==> src/rtl/fcl_regs.svh <==
// fuse loader constants: offsets, shipped values, lock key, frequency codes, timing
//Function
//- cpu and debug port read the fuse bytes; only debug port writes them
//- fuse bytes readable from power-up, before any software runs
//- at start of start-up, before the delay, copy each fuse field to its target register
//- newly written fuse values take effect only after the next reset
//- watchdog byte upper nibble to window, lower nibble to period
//- brown-out level bits 7:5 copied to detector level setting
//- brown-out sample-rate bit copied, zero 1 kHz, one 125 Hz
//- active/idle brown-out mode bits 3:2 copied to detector control
//- sleep brown-out mode bits 1:0 copied to detector control
//- oscillator lock bit copied to lock flag of calibration register b
//- frequency select picks 16 or 20 MHz and its calibration bytes
//- flash check source bits 7:6 choose region checked at reset
//- reset-pin bit selects gpio when zero, reset input when one
//- eeprom kept on chip erase when bit set, unless device locked
//- read-only factory bytes report signed oscillator frequency error
//- shipped fuse contents differ from register reset values
//- start-up delay code selects 0 to 64 ms before code runs
//- device open only when lock byte holds key 0xc5
`ifndef FCL_REGS_SVH
`define FCL_REGS_SVH

`define FCL_OFS_WDT 6'h00
`define FCL_OFS_BOD 6'h01
`define FCL_OFS_OSC 6'h02
`define FCL_OFS_SYS0 6'h05
`define FCL_OFS_SYS1 6'h06
`define FCL_OFS_APP_CODE_END_BYTE 6'h07
`define FCL_OFS_BOOT_SECTION_END_BYTE 6'h08
`define FCL_OFS_LOCK 6'h0a
`define FCL_OFS_CAL16A 6'h18
`define FCL_OFS_CAL16B 6'h19
`define FCL_OFS_CAL20A 6'h1a
`define FCL_OFS_CAL20B 6'h1b
`define FCL_OFS_ERR16_3V 6'h22
`define FCL_OFS_ERR16_5V 6'h23
`define FCL_OFS_ERR20_3V 6'h24
`define FCL_OFS_ERR20_5V 6'h25
`define FCL_NUM_FUSE 11

`define FCL_SHIP_WDT 8'h00
`define FCL_SHIP_BOD 8'h00
`define FCL_SHIP_OSC 8'h02
`define FCL_SHIP_SYS0 8'he4
`define FCL_SHIP_SYS1 8'h07
`define FCL_SHIP_APP_CODE_END_BYTE 8'h00
`define FCL_SHIP_BOOT_SECTION_END_BYTE 8'h00
`define FCL_SHIP_LOCK 8'hc5

`define FCL_LOCK_KEY 8'hc5
`define FCL_FREQ_16M 2'h1
`define FCL_FREQ_20M 2'h2

`define FCL_CLK_KHZ 10000
`define FCL_MS_CYCLES (`FCL_CLK_KHZ)

`endif

==> src/rtl/fcl_pkg.sv <==
// fuse loader types
package fcl_pkg;
    typedef enum logic [1:0] {
        FCL_LOAD,
        FCL_DELAY,
        FCL_RUN
    } fcl_state_t;
endpackage

==> src/rtl/fcl_loader.sv <==
// fuse byte store and start-up loader into target control registers
`timescale 1ns/100ps
`include "fcl_regs.svh"
module fcl_loader import fcl_pkg::*; #(
    parameter int unsigned MS_CYCLES = `FCL_MS_CYCLES,
    parameter logic [7:0] CAL16_A = 8'h40, // arbitrary factory values
    parameter logic [7:0] CAL16_B = 8'h08,
    parameter logic [7:0] CAL20_A = 8'h41,
    parameter logic [7:0] CAL20_B = 8'h09,
    parameter logic [7:0] ERR16_3V = 8'h00,
    parameter logic [7:0] ERR16_5V = 8'h00,
    parameter logic [7:0] ERR20_3V = 8'h00,
    parameter logic [7:0] ERR20_5V = 8'h00
) (
    input wire logic mclk,
    input wire logic rst,
    input wire logic [5:0] cpu_addr,
    input wire logic cpu_rd,
    output logic [7:0] cpu_rdata,
    input wire logic [5:0] dbg_addr,
    input wire logic dbg_rd,
    input wire logic dbg_wr,
    input wire logic [7:0] dbg_wdata,
    output logic [7:0] dbg_rdata,
    output logic dbg_locked,
    output logic cpu_run,
    output logic [3:0] watchdog_window,
    output logic [3:0] watchdog_period,
    output logic [2:0] brownout_level,
    output logic brownout_sample_rate,
    output logic [1:0] brownout_active_mode,
    output logic [1:0] brownout_sleep_mode,
    output logic osc_calibration_lock,
    output logic [1:0] osc_frequency_select,
    output logic [6:0] osc_calibration_a,
    output logic [3:0] osc_calibration_b,
    output logic [1:0] flash_check_source,
    output logic reset_pin_function,
    output logic eeprom_keep_on_erase,
    output logic [2:0] startup_delay_select,
    output logic [7:0] app_code_end,
    output logic [7:0] boot_section_end
);

    // nonvolatile array: survives rst, so it holds shipped contents at power-up only
    // given as a declaration value so the write process stays its only driver
    logic [7:0] fuse_mem [0:15] = '{
        `FCL_SHIP_WDT,
        `FCL_SHIP_BOD,
        `FCL_SHIP_OSC,
        `FCL_SHIP_SYS0,
        `FCL_SHIP_SYS1,
        `FCL_SHIP_APP_CODE_END_BYTE,
        `FCL_SHIP_BOOT_SECTION_END_BYTE,
        `FCL_SHIP_LOCK,
        // spare slots, never mapped; erased cells read as ones
        8'hff,
        8'hff,
        8'hff,
        8'hff,
        8'hff,
        8'hff,
        8'hff,
        8'hff
    };
    logic [7:0] cpu_rdata_r;
    logic [7:0] dbg_rdata_r;
    logic locked_r;
    fcl_state_t state_r;
    logic [22:0] delay_cnt_r;
    // check-only helper: cycles spent in the delay state since the last load
    logic [22:0] wait_cnt_r;

    // start-up delay in cycles: 2^(code-1) ms, zero for code 0
    function automatic logic [22:0] delay_cycles(input logic [2:0] code);
        if (code == 3'h0) begin
            delay_cycles = 23'h000000;
        end else begin
            delay_cycles = 23'(MS_CYCLES << (code - 3'h1));
        end
    endfunction

    // fuse index decode; shared by both read ports and the write port
    function automatic logic [3:0] fuse_index(input logic [5:0] a);
        if (a == `FCL_OFS_WDT) fuse_index = 4'h0;
        else if (a == `FCL_OFS_BOD) fuse_index = 4'h1;
        else if (a == `FCL_OFS_OSC) fuse_index = 4'h2;
        else if (a == `FCL_OFS_SYS0) fuse_index = 4'h3;
        else if (a == `FCL_OFS_SYS1) fuse_index = 4'h4;
        else if (a == `FCL_OFS_APP_CODE_END_BYTE) fuse_index = 4'h5;
        else if (a == `FCL_OFS_BOOT_SECTION_END_BYTE) fuse_index = 4'h6;
        else if (a == `FCL_OFS_LOCK) fuse_index = 4'h7;
        else fuse_index = 4'hf;
    endfunction

    // full read map: fuses plus factory signature bytes, zero elsewhere
    function automatic logic [7:0] map_read(input logic [5:0] a, input logic [7:0] f);
        if (fuse_index(a) != 4'hf) map_read = f;
        else if (a == `FCL_OFS_CAL16A) map_read = {1'b0, CAL16_A[6:0]};
        else if (a == `FCL_OFS_CAL16B) map_read = {4'h0, CAL16_B[3:0]};
        else if (a == `FCL_OFS_CAL20A) map_read = {1'b0, CAL20_A[6:0]};
        else if (a == `FCL_OFS_CAL20B) map_read = {4'h0, CAL20_B[3:0]};
        else if (a == `FCL_OFS_ERR16_3V) map_read = ERR16_3V;
        else if (a == `FCL_OFS_ERR16_5V) map_read = ERR16_5V;
        else if (a == `FCL_OFS_ERR20_3V) map_read = ERR20_3V;
        else if (a == `FCL_OFS_ERR20_5V) map_read = ERR20_5V;
        else map_read = 8'h00;
    endfunction

    // only the debug port writes; cpu has no write path at all
    always_ff @(posedge mclk) begin
        if (dbg_wr && !locked_r && fuse_index(dbg_addr) != 4'hf) begin
            fuse_mem[fuse_index(dbg_addr)] <= dbg_wdata; // reserved ones kept as written
        end
    end

    // cpu read port works even in reset, so fuses are visible from power-up
    always_ff @(posedge mclk) begin
        cpu_rdata_r <= cpu_rd ? map_read(cpu_addr, fuse_mem[fuse_index(cpu_addr)]) : 8'h00;
    end

    // locked debug reads return zero instead of data
    always_ff @(posedge mclk) begin
        if (dbg_rd && !locked_r) begin
            dbg_rdata_r <= map_read(dbg_addr, fuse_mem[fuse_index(dbg_addr)]);
        end else begin
            dbg_rdata_r <= 8'h00;
        end
    end

    assign cpu_rdata = cpu_rdata_r;
    assign dbg_rdata = dbg_rdata_r;
    assign dbg_locked = locked_r;

    // start-up sequence: load all fields, wait the delay, then release cpu
    always_ff @(posedge mclk or posedge rst) begin
        if (rst) begin
            state_r <= FCL_LOAD;
            delay_cnt_r <= 23'h000000;
            cpu_run <= 1'b0;
        end else begin
            case (state_r)
                FCL_LOAD: begin
                    // delay taken from the stored code, not from the target copy
                    delay_cnt_r <= delay_cycles(fuse_mem[4][2:0]);
                    state_r <= FCL_DELAY;
                end
                FCL_DELAY: begin
                    if (delay_cnt_r == 23'h000000) begin
                        state_r <= FCL_RUN;
                        cpu_run <= 1'b1;
                    end else begin
                        delay_cnt_r <= delay_cnt_r - 23'h000001;
                    end
                end
                default: begin
                    cpu_run <= 1'b1;
                end
            endcase
        end
    end

    // targets load once in the load state; later fuse writes wait for reset
    always_ff @(posedge mclk or posedge rst) begin
        if (rst) begin
            watchdog_window <= 4'h0;
            watchdog_period <= 4'h0;
            brownout_level <= 3'h0;
            brownout_sample_rate <= 1'b0;
            brownout_active_mode <= 2'h0;
            brownout_sleep_mode <= 2'h0;
            osc_calibration_lock <= 1'b0;
            osc_frequency_select <= 2'h0;
            osc_calibration_a <= 7'h00;
            osc_calibration_b <= 4'h0;
            flash_check_source <= 2'h0;
            reset_pin_function <= 1'b0;
            eeprom_keep_on_erase <= 1'b0;
            startup_delay_select <= 3'h0;
            app_code_end <= 8'h00;
            boot_section_end <= 8'h00;
            locked_r <= 1'b1;
        end else if (state_r == FCL_LOAD) begin
            watchdog_window <= fuse_mem[0][7:4];
            watchdog_period <= fuse_mem[0][3:0];
            brownout_level <= fuse_mem[1][7:5];
            brownout_sample_rate <= fuse_mem[1][4];
            brownout_active_mode <= fuse_mem[1][3:2];
            brownout_sleep_mode <= fuse_mem[1][1:0];
            osc_calibration_lock <= fuse_mem[2][7];
            osc_frequency_select <= fuse_mem[2][1:0];
            // reserved frequency codes fall back to 20 MHz calibration bytes
            if (fuse_mem[2][1:0] == `FCL_FREQ_16M) begin
                osc_calibration_a <= CAL16_A[6:0];
                osc_calibration_b <= CAL16_B[3:0];
            end else begin
                osc_calibration_a <= CAL20_A[6:0];
                osc_calibration_b <= CAL20_B[3:0];
            end
            flash_check_source <= fuse_mem[3][7:6];
            reset_pin_function <= fuse_mem[3][3];
            // locked device always erases eeprom, so report keep as off
            eeprom_keep_on_erase <= fuse_mem[3][0] && (fuse_mem[7] == `FCL_LOCK_KEY);
            startup_delay_select <= fuse_mem[4][2:0];
            app_code_end <= fuse_mem[5];
            boot_section_end <= fuse_mem[6];
            locked_r <= (fuse_mem[7] != `FCL_LOCK_KEY);
        end
    end

    // helper counter for the delay-length check; cleared by every reset
    always_ff @(posedge mclk or posedge rst) begin
        if (rst) begin
            wait_cnt_r <= 23'h000000;
        end else if (state_r == FCL_DELAY && !cpu_run) begin
            wait_cnt_r <= wait_cnt_r + 23'h000001;
        end
    end

    a_run_after_load: assert property (@(posedge mclk) disable iff (rst)
        cpu_run |-> state_r != FCL_LOAD)
        else $error("cpu released before fields loaded");
    a_targets_hold: assert property (@(posedge mclk) disable iff (rst)
        $past(state_r) == FCL_RUN |-> $stable(watchdog_period) && $stable(brownout_level))
        else $error("target changed without reset");
    a_lock_key: assert property (@(posedge mclk) disable iff (rst)
        state_r == FCL_LOAD |=> locked_r == ($past(fuse_mem[7]) != `FCL_LOCK_KEY))
        else $error("lock state does not follow key");
    a_wdt_copy: assert property (@(posedge mclk) disable iff (rst)
        state_r == FCL_LOAD |=> {watchdog_window, watchdog_period} == $past(fuse_mem[0]))
        else $error("watchdog byte not copied");
    a_bod_copy: assert property (@(posedge mclk) disable iff (rst)
        state_r == FCL_LOAD |=> {brownout_level, brownout_sample_rate, brownout_active_mode,
        brownout_sleep_mode} == $past(fuse_mem[1]))
        else $error("brown-out byte not copied");
    a_osc_copy: assert property (@(posedge mclk) disable iff (rst)
        state_r == FCL_LOAD |=> osc_calibration_lock == $past(fuse_mem[2][7]))
        else $error("oscillator lock not copied");
    a_sys0_copy: assert property (@(posedge mclk) disable iff (rst)
        state_r == FCL_LOAD |=> flash_check_source == $past(fuse_mem[3][7:6])
        && reset_pin_function == $past(fuse_mem[3][3]))
        else $error("system byte not copied");
    a_no_zero_delay: assert property (@(posedge mclk) disable iff (rst)
        state_r == FCL_LOAD && fuse_mem[4][2:0] != 3'h0 |=> !cpu_run [*2])
        else $error("start-up delay too short");

    // the processor is let go one cycle more than the delay after the load edge
    a_delay_length: assert property (@(posedge mclk) disable iff (rst)
        $rose(cpu_run) |-> wait_cnt_r == delay_cycles(startup_delay_select) + 23'h000001)
        else $error("start-up delay length wrong");

    // once released, the processor stays released until the next reset
    a_run_stays: assert property (@(posedge mclk) disable iff (rst)
        cpu_run |=> cpu_run)
        else $error("processor dropped back into start-up");

    // frequency code passes through as stored, reserved codes too
    a_freq_copy: assert property (@(posedge mclk) disable iff (rst)
        state_r == FCL_LOAD |=> osc_frequency_select == $past(fuse_mem[2][1:0]))
        else $error("frequency code not copied");

    // 16 MHz code picks the 16 MHz factory calibration pair
    a_cal_pick16: assert property (@(posedge mclk) disable iff (rst)
        state_r == FCL_LOAD && fuse_mem[2][1:0] == `FCL_FREQ_16M |=>
        osc_calibration_a == CAL16_A[6:0] && osc_calibration_b == CAL16_B[3:0])
        else $error("16 MHz calibration not loaded");

    // 20 MHz code picks the 20 MHz factory calibration pair
    a_cal_pick20: assert property (@(posedge mclk) disable iff (rst)
        state_r == FCL_LOAD && fuse_mem[2][1:0] == `FCL_FREQ_20M |=>
        osc_calibration_a == CAL20_A[6:0] && osc_calibration_b == CAL20_B[3:0])
        else $error("20 MHz calibration not loaded");

    // a locked device never reports eeprom as kept
    a_keep_locked: assert property (@(posedge mclk) disable iff (rst)
        locked_r |-> !eeprom_keep_on_erase)
        else $error("eeprom keep while locked");

    // start-up code is reported to its target as stored
    a_sys1_copy: assert property (@(posedge mclk) disable iff (rst)
        state_r == FCL_LOAD |=> startup_delay_select == $past(fuse_mem[4][2:0]))
        else $error("start-up code not copied");

    // section ends go to the flash controller unchanged
    a_ends_copy: assert property (@(posedge mclk) disable iff (rst)
        state_r == FCL_LOAD |=> app_code_end == $past(fuse_mem[5])
        && boot_section_end == $past(fuse_mem[6]))
        else $error("section ends not copied");

    // idle read port returns zero so stale bytes never linger
    a_cpu_rd_idle: assert property (@(posedge mclk) disable iff (rst)
        !cpu_rd |=> cpu_rdata == 8'h00)
        else $error("cpu read data without request");

    a_locked_dbg_read: assert property (@(posedge mclk) disable iff (rst)
        locked_r && dbg_rd |=> dbg_rdata == 8'h00)
        else $error("debug read while locked");
    c_release: cover property (@(posedge mclk) disable iff (rst) $rose(cpu_run));
    c_locked: cover property (@(posedge mclk) disable iff (rst) cpu_run && locked_r);
    c_freq16: cover property (@(posedge mclk) disable iff (rst)
        cpu_run && osc_frequency_select == `FCL_FREQ_16M);
    c_reserved_level: cover property (@(posedge mclk) disable iff (rst)
        cpu_run && brownout_level == 3'h3);
    c_reset_pin: cover property (@(posedge mclk) disable iff (rst)
        cpu_run && reset_pin_function && eeprom_keep_on_erase);

endmodule // fcl_loader

==> config.mk <==
export PLATFORM = sky130hd
export DESIGN_NAME = fcl_loader
export DESIGN_NICKNAME = d
export VERILOG_FILES = /design/src/rtl/fcl_pkg.sv /design/src/rtl/fcl_loader.sv
export VERILOG_INCLUDE_DIRS = /design/src /design/src/rtl
export SDC_FILE = /design/constraint.sdc
export NUM_CORES = 1
export LEC_CHECK = 0
export ABC_AREA = 1
export BUFFER_PORTS_ARGS = -buffer_cell sky130_fd_sc_hd__buf_2
export CAP_MARGIN = 20
export CORE_ASPECT_RATIO = 2
export CORE_MARGIN = 2
export CORE_UTILIZATION = 34
export DETAILED_ROUTE_END_ITERATION = 12
export PLACE_DENSITY = 0.63
export SYNTH_ARGS = -nofsm -noshare
export SYNTH_HDL_FRONTEND = slang
export SYNTH_SLANG_ARGS = --single-unit
export TNS_END_PERCENT = 30
==> constraint.sdc <==
create_clock -name mclk -period 2.1 [get_ports mclk]
set_input_delay 0.42 -clock mclk [delete_from_list [all_inputs] [get_ports mclk]]
set_output_delay 0.42 -clock mclk [all_outputs]
set_load 0.01 [all_outputs]
* After elaboration in Yosys (flattened, before gate mapping)
Memory sizes are Yosys's and may differ from the RTL's. A register that Yosys moved wholly into a read port is not among the register bits.
Index checks and enable logic that the tools add are counted.
** Storage, ports and cells
- Memory bits (writable) :: 128
- Bits of input ports :: 25
- Memories :: 1
- Bits in registers :: 64
** Cells by class
- Multiplexer cells :: 39
- Eq/ne operators :: 31
- Reduce and logical (&&, ||, !) cells :: 14
- Add/subtract/negate cells :: 2
- Bitwise operators :: 1
- Shift operators :: 1
** Memories
- fuse_mem :: depth 16, width 8, rd ports 10, clocked after memory_dff 4, write ports 1, line fcl_loader.sv:47 : logic [7:0] fuse_mem [0:15] = '{
** Operators by type and width (count)
- $mux 4 :: 20
- $eq 6x5->1 const B :: 8
- $mux 23 :: 2
- $pmux 23 s2 :: 1
- $mux 7 :: 6
- $eq 6x3->1 const B :: 6
- $eq 6x4->1 const B :: 4
- $logic_not 23->1 :: 1
- $shl 14x3->23 const A :: 1
- $sub 23x1->23 const B :: 1
- $mux 8 :: 2
- $eq 6x1->1 const B :: 2
- $eq 6x2->1 const B :: 2
- $logic_not 6->1 :: 2
- $ne 4x4->1 const B :: 3
- $eq 8x8->1 const B :: 1
- $ne 8x8->1 const B :: 1
- $reduce_and 2->1 :: 3
- $mux 1 :: 5
- $eq 2x1->1 const B :: 2
- $logic_and 1x1->1 :: 4
- $ne 2x2->1 const B :: 2
- $pmux 2 s2 :: 1
- $logic_not 3->1 :: 1
- other kinds (7) :: 7

* Logic depth before layout (Yosys ltp)
- Depth in word-level cells :: 13
- Gate-level depth with buffers :: 13
- Gate-level depth less buffers :: 12

* Least setup slack after synthesis
OpenSTA, ideal clock, no wires.
- Path type :: input-to-reg
- Start point :: input port dbg_addr[0]
- End point :: memory fuse_mem[2][0] (enable)
- Arrival time :: 1.818 ns
- Stages :: 7
- Data required time :: 1.717 ns
- Slack :: -0.102 ns
- Library setup time :: 0.383 ns
- Cell sequence :: buf_6 nor2_1 nand3_4 nand3_4 nand2_4 buf_6 nor3_1
** On the way
- Cells in the longest elaborated chain, start to end :: 13
- Elaborated cells on any way between the ends :: 21
** Ends and longest elaborated chain
- start: declaration :: line fcl_loader.sv:20 : input wire logic [5:0] dbg_addr,
- $eq 6x4->1 (no source line)
- $mux 4 :: line fcl_loader.sv:92 : else if (a == `FCL_OFS_LOCK) fuse_index = 4'h7;
- $mux 4 :: line fcl_loader.sv:91 : else if (a == `FCL_OFS_BOOT_SECTION_END_BYTE) fuse_index = 4'h6;
- $mux 4 :: line fcl_loader.sv:90 : else if (a == `FCL_OFS_APP_CODE_END_BYTE) fuse_index = 4'h5;
- $mux 4 :: line fcl_loader.sv:89 : else if (a == `FCL_OFS_SYS1) fuse_index = 4'h4;
- $mux 4 :: line fcl_loader.sv:88 : else if (a == `FCL_OFS_SYS0) fuse_index = 4'h3;
- $mux 4 :: line fcl_loader.sv:87 : else if (a == `FCL_OFS_OSC) fuse_index = 4'h2;
- $mux 4 :: line fcl_loader.sv:86 : else if (a == `FCL_OFS_BOD) fuse_index = 4'h1;
- $mux 4 (*) :: line fcl_loader.sv:85 : if (a == `FCL_OFS_WDT) fuse_index = 4'h0;
- $ne 4x4->1 :: line fcl_loader.sv:112 : if (dbg_wr && !locked_r && fuse_index(dbg_addr) != 4'hf) begin
- $logic_and 1x1->1 :: line fcl_loader.sv:112
- $mux 1 :: line fcl_loader.sv:112
- $mux 1 (not written as such) :: line fcl_loader.sv:113 : fuse_mem[fuse_index(dbg_addr)] <= dbg_wdata;
- end: declaration :: line fcl_loader.sv:47
Mark *: on every way between the ends. The rest lies on a longest branch, timed or not. The select of a mux whose other input is x is not followed.

* Worst setup path in the final report
- Start point :: register delay_cnt_r[0]
- End point :: register delay_cnt_r[20]
** On the way
- Cells in the longest elaborated chain, start to end :: 3
- Elaborated cells on any way between the ends :: 6
** Ends and longest elaborated chain
- start: declaration :: line fcl_loader.sv:70 : logic [22:0] delay_cnt_r;
- start signal: assignment :: line fcl_loader.sv:145 : delay_cnt_r <= delay_cycles(fuse_mem[4][2:0]);
- start signal: assignment :: line fcl_loader.sv:153 : delay_cnt_r <= delay_cnt_r - 23'h000001;
- $sub 23x1->23 / $logic_not 23->1 (equally long branches) :: line fcl_loader.sv:153, fcl_loader.sv:149
- $mux 23 / $ne 2x2->1 (equally long branches)
- $pmux 23 s2 / $reduce_and 2->1 (equally long branches)
Several ways; a longest one is shown, not always the timed one. The select of a mux whose other input is x is not followed.
A chain may end at the register's enable or synchronous reset.

==> flow_results.xml <==
<?xml version="1.0" encoding="UTF-8"?>
<metrics>
  <group name="status">
    <metric name="result_of_the_run" unit="">finished clean</metric>
  </group>
  <group name="critical_path">
    <metric name="endpoint_of_the_lowest_slack_register_to_register_path" unit="">delay_cnt_r[20]</metric>
    <metric name="worstSetupStartpointType" unit="">register</metric>
    <metric name="path_max_fanout" unit="">14</metric>
    <metric name="worstPathArrival" unit="ns">2.25</metric>
    <metric name="worst_ep_required_time" unit="ns">2.40</metric>
    <metric name="crit_slowest_cell" unit="">sky130_fd_sc_hd__dfrtp_1</metric>
    <metric name="reg2reg_depth" unit="">10</metric>
    <metric name="cp.buffers_inverters" unit="">2</metric>
    <metric name="cp_peak_stage_delay" unit="ns">0.36</metric>
    <metric name="endpoint_kind" unit="">register</metric>
    <metric name="crit-reg2reg-launch" unit="">delay_cnt_r[0]</metric>
    <metric name="crit_path_category" unit="">reg2reg</metric>
    <metric name="cp_top_family" unit="">simple AND/OR/NAND/NOR gates</metric>
    <metric name="cells_traversed_along_the_worst_timing_path" unit="">inv_1, ha_1, nand3_2, nor2_4, nand3_1, nand2_2, nand2_2, clkinv_2, a21oi_1, a21oi_1</metric>
    <metric name="setup.reg_to_reg.worst_slack" unit="ns">0.16</metric>
  </group>
  <group name="drt">
    <metric name="drt-initial-drc-count" unit="">404</metric>
    <metric name="vias" unit="">6434</metric>
    <metric name="drt-wirelength-per-cell" unit="um">17.10</metric>
    <metric name="detail_route.wirelength" unit="um">22110</metric>
    <metric name="drt_pre_antenna_iters" unit="">6</metric>
    <metric name="detail_route.drc_violations" unit="">0</metric>
    <metric name="via_density_per_instance" unit="">4.976</metric>
    <metric name="postRouteAntennaNets" unit="">0</metric>
  </group>
  <group name="clock_tree">
    <metric name="cts_tree" unit="">done</metric>
    <metric name="cts_num_sinks" unit="">151</metric>
    <metric name="cts.reportedPaths.clkPinSlew" unit="ns">0.06</metric>
    <metric name="cts.htree.levels" unit="">4</metric>
    <metric name="worst_skew_pair.late_latency" unit="ns">0.43</metric>
    <metric name="clk_path_buf_depth" unit="">2</metric>
    <metric name="clockRootBuffer" unit="">sky130_fd_sc_hd__clkbuf_16</metric>
    <metric name="cts_buffers" unit="">17</metric>
  </group>
  <group name="place">
    <metric name="detailedPlacementHpwl" unit="um">17300</metric>
    <metric name="dpl_worst_slack" unit="ns">0.09084</metric>
    <metric name="gp_routability_congestion" unit="">0.9099</metric>
    <metric name="dp_cells" unit="">1261</metric>
    <metric name="port_buffers" unit="">88</metric>
  </group>
  <group name="layout">
    <metric name="antenna_cells" unit="">0</metric>
    <metric name="drive_above_1_share" unit="%">21.53</metric>
    <metric name="finalNonFillerCells" unit="">1293</metric>
    <metric name="nNetsFinal" unit="">1039</metric>
    <metric name="fillers" unit="">2189</metric>
    <metric name="syn_to_final_growth" unit="%">19.73</metric>
  </group>
  <group name="synth">
    <metric name="area_contributors_post_synth" unit="">sky130_fd_sc_hd__edfxtp_1 (25%), sky130_fd_sc_hd__dfrtp_1 (23%), sky130_fd_sc_hd__nand2_1 (11%)</metric>
    <metric name="netlist.top_cell.by_area" unit="">sky130_fd_sc_hd__edfxtp_1</metric>
    <metric name="synthesis.area_per_instance" unit="um^2">8.599</metric>
    <metric name="synth_enable_flop_cells" unit="">64</metric>
    <metric name="synthTopCellsByCount" unit="">sky130_fd_sc_hd__nand2_1 (229), sky130_fd_sc_hd__inv_1 (91), sky130_fd_sc_hd__dfrtp_1 (70)</metric>
    <metric name="netlist-cell-type-count" unit="">49</metric>
    <metric name="ys.flop_type" unit="">sky130_fd_sc_hd__dfrtp_1</metric>
    <metric name="count_of_state_elements_after_synthesis" unit="">151</metric>
    <metric name="synth-seq-area-share" unit="%">52.83</metric>
    <metric name="synth_top_cell_area_share" unit="%">25.25</metric>
    <metric name="synth_area" unit="um^2">7610</metric>
    <metric name="synthesis.yosys.warnings" unit="">0</metric>
    <metric name="synthCells" unit="">885</metric>
    <metric name="asyncSetResetFlopFracSynth" unit="%">47.02</metric>
    <metric name="dominant_cell_by_count_in_the_synthesized_netlist" unit="">sky130_fd_sc_hd__nand2_1</metric>
  </group>
  <group name="grt">
    <metric name="grt_overflow" unit="">0</metric>
    <metric name="number_of_antenna_violations_at_the_first_check_in_global_routing" unit="">0</metric>
    <metric name="grtUsageTotal" unit="%">19.62</metric>
    <metric name="grt_first_pass_wirelength" unit="um">34360</metric>
    <metric name="grt_pass1_vias" unit="">6542</metric>
    <metric name="maximum_number_of_pins_on_one_net_before_global_route_repair" unit="">56</metric>
  </group>
  <group name="sta">
    <metric name="fin_skew" unit="ns">0.007408</metric>
    <metric name="maxSlewHeadroom" unit="%">61.82</metric>
    <metric name="hold_viol" unit="">0</metric>
    <metric name="timing.setup.tns" unit="ns">0</metric>
    <metric name="holdWs" unit="ns">0.2983</metric>
    <metric name="setup_repair_after_global_routing_missed_its_margin" unit="">no</metric>
    <metric name="timing.final.max_slew_violations" unit="">0</metric>
    <metric name="max_freq" unit="MHz">515.2</metric>
    <metric name="tightestPinTransition" unit="ns">0.5647</metric>
    <metric name="final_min_period_over_clock_period" unit="%">92.43</metric>
    <metric name="final_critical_path_setup_slack" unit="ns">0.1590</metric>
    <metric name="layout_min_cycle_time" unit="ns">1.941</metric>
    <metric name="final-setup-viol-count" unit="">0</metric>
  </group>
  <group name="worst_hold_path">
    <metric name="whs_endpoint" unit="">cpu_rdata[6]</metric>
    <metric name="worst_hold_path.num_cells" unit="">3</metric>
    <metric name="hold_path_startpoint" unit="">cpu_rd</metric>
    <metric name="timing.hold.worst.class" unit="">in2reg</metric>
  </group>
  <group name="floorplan">
    <metric name="floorplan.die_area" unit="um^2">23670</metric>
    <metric name="die_width" unit="um">109.8</metric>
    <metric name="start_util" unit="%">34.49</metric>
    <metric name="core_box_area" unit="um^2">22060</metric>
    <metric name="boundaryPins" unit="">96</metric>
    <metric name="floorplan.rows" unit="">77</metric>
    <metric name="die_height" unit="um">215.6</metric>
  </group>
  <group name="power">
    <metric name="ir_drop_worst_case_vdd" unit="uV">532.5</metric>
    <metric name="power-per-cell-area" unit="nW/um^2">691.7</metric>
    <metric name="power_leakage" unit="nW">4.229</metric>
  </group>
  <group name="flow_run">
    <metric name="max-cap-violations" unit="">0</metric>
  </group>
</metrics>
-- layout make-up --
type                            instances  area [um^2]  share of cell area [%]
Inverter                              107        406.6                   4.463
Timing Repair Buffer                  135        833.3                   9.146
Tap cell                              276        345.3                   3.790
Multi-Input combinational cell        593         2945                   32.33
Sequential cell                       151         4020                   44.12
Clock inverter                         12        127.6                   1.401
Clock buffer                           19        432.9                   4.751
-- repair_timing --
action | 4_1_cts | 5_1_grt
hold endpoints to repair | 16 | 0
gates resized for setup | 0 | 1
endpoints found under the setup margin | 0 | 1
hold buffers | 1 | 0
buffers inserted | 0 | 0
-- cells in the final DEF, fill, tap and decap left out, types with 16 or more instances in the layout --
cell                        instances
sky130_fd_sc_hd__o21ai_1           18
sky130_fd_sc_hd__nor2_1            68
sky130_fd_sc_hd__nand2_1          229
sky130_fd_sc_hd__buf_2             88
sky130_fd_sc_hd__dfrtp_1           70
sky130_fd_sc_hd__nand3_1           52
sky130_fd_sc_hd__a21oi_1           36
sky130_fd_sc_hd__buf_4             43
sky130_fd_sc_hd__clkbuf_16         17
sky130_fd_sc_hd__inv_1             90
sky130_fd_sc_hd__edfxtp_1          64
sky130_fd_sc_hd__nand4_1           20
sky130_fd_sc_hd__o21ai_0           61
sky130_fd_sc_hd__dfxtp_1           16
-- where the power goes --
part	switching [mW]	total [mW]	internal, mW
Sequential	0.000869	3.08	3.08
Clock	1.20	2.94	1.74
Combinational	0.198	0.282	0.0838
Total	1.40	6.30	4.90
-- per-layer routing --
layer,track usage (%),up-vias,part of all wire [%]
met5,0,-,0
met4,12.11,0,6.0
met3,3.866,62,3.7
met2,36.34,202,55
met1,19.03,3023,35
li1,-,3147,-
-- worst register-to-register path: cells and delay by family (launching register included) --
kind | cells | cell delay [ns]
compound gates | 2 | 0.44
fa+ha+maj | 1 | 0.23
buf+inv | 2 | 0.27
flops | 1 | 0.36
simple gates | 5 | 0.51
-- worst max-delay path by stage --
stage / startpoint / to / slack (ns) / cells past startpoint
2_1_floorplan: dbg_addr[0] / fuse_mem[2][0] / -0.10 / 7
3_3_place_gp: dbg_addr[3] / fuse_mem[5][5] / 0.11 / 10
3_5_place_dp: dbg_addr[3] / fuse_mem[5][4] / 0.09 / 10
4_1_cts: delay_cnt_r[0] / delay_cnt_r[20] / 0.13 / 10
5_1_grt: delay_cnt_r[0] / delay_cnt_r[20] / 0.01 / 11
6_report: delay_cnt_r[0] / delay_cnt_r[20] / 0.16 / 10
-- registers in the layout, summed over array words and instances, names as in the netlist, 3 cells and up --
register / cells
brownout_level: 3
delay_cnt_r: 23
watchdog_period: 4
watchdog_window: 4
dbg_rdata: 8
app_code_end: 8
cpu_rdata: 8
fuse_mem: 64
boot_section_end: 8
startup_delay_select: 3
-- metrics by stage --
| step | power [mW] | utilization [%] | instance area (um^2) |
|---|---|---|---|
| 2_1_floorplan | 3.313 | - | 7636 |
| 3_3_place_gp | 3.417 | 38.69 | 8536 |
| 3_5_place_dp | 3.420 | 38.69 | 8536 |
| 4_1_cts | 6.365 | 41.27 | 9106 |
| 5_1_grt | 6.525 | 41.30 | 9111 |
| 6_report | 6.302 | 41.30 | 9111 |
-- kinds of logic after synthesis --
| group | count (synthesis) | synth area share [%] |
|---|---|---|
| flip-flops | 151 | 52.83 |
| other | 1 | 0.04928 |
| AND/OR/NAND/NOR | 423 | 25.44 |
| AO/OA/AOI/OAI | 150 | 10.92 |
| buffers and inverters | 147 | 8.829 |
| XOR/XNOR | 4 | 0.4605 |
| adder cells (fa/ha/maj) | 9 | 1.480 |
Power figures use the tool's default switching activity.
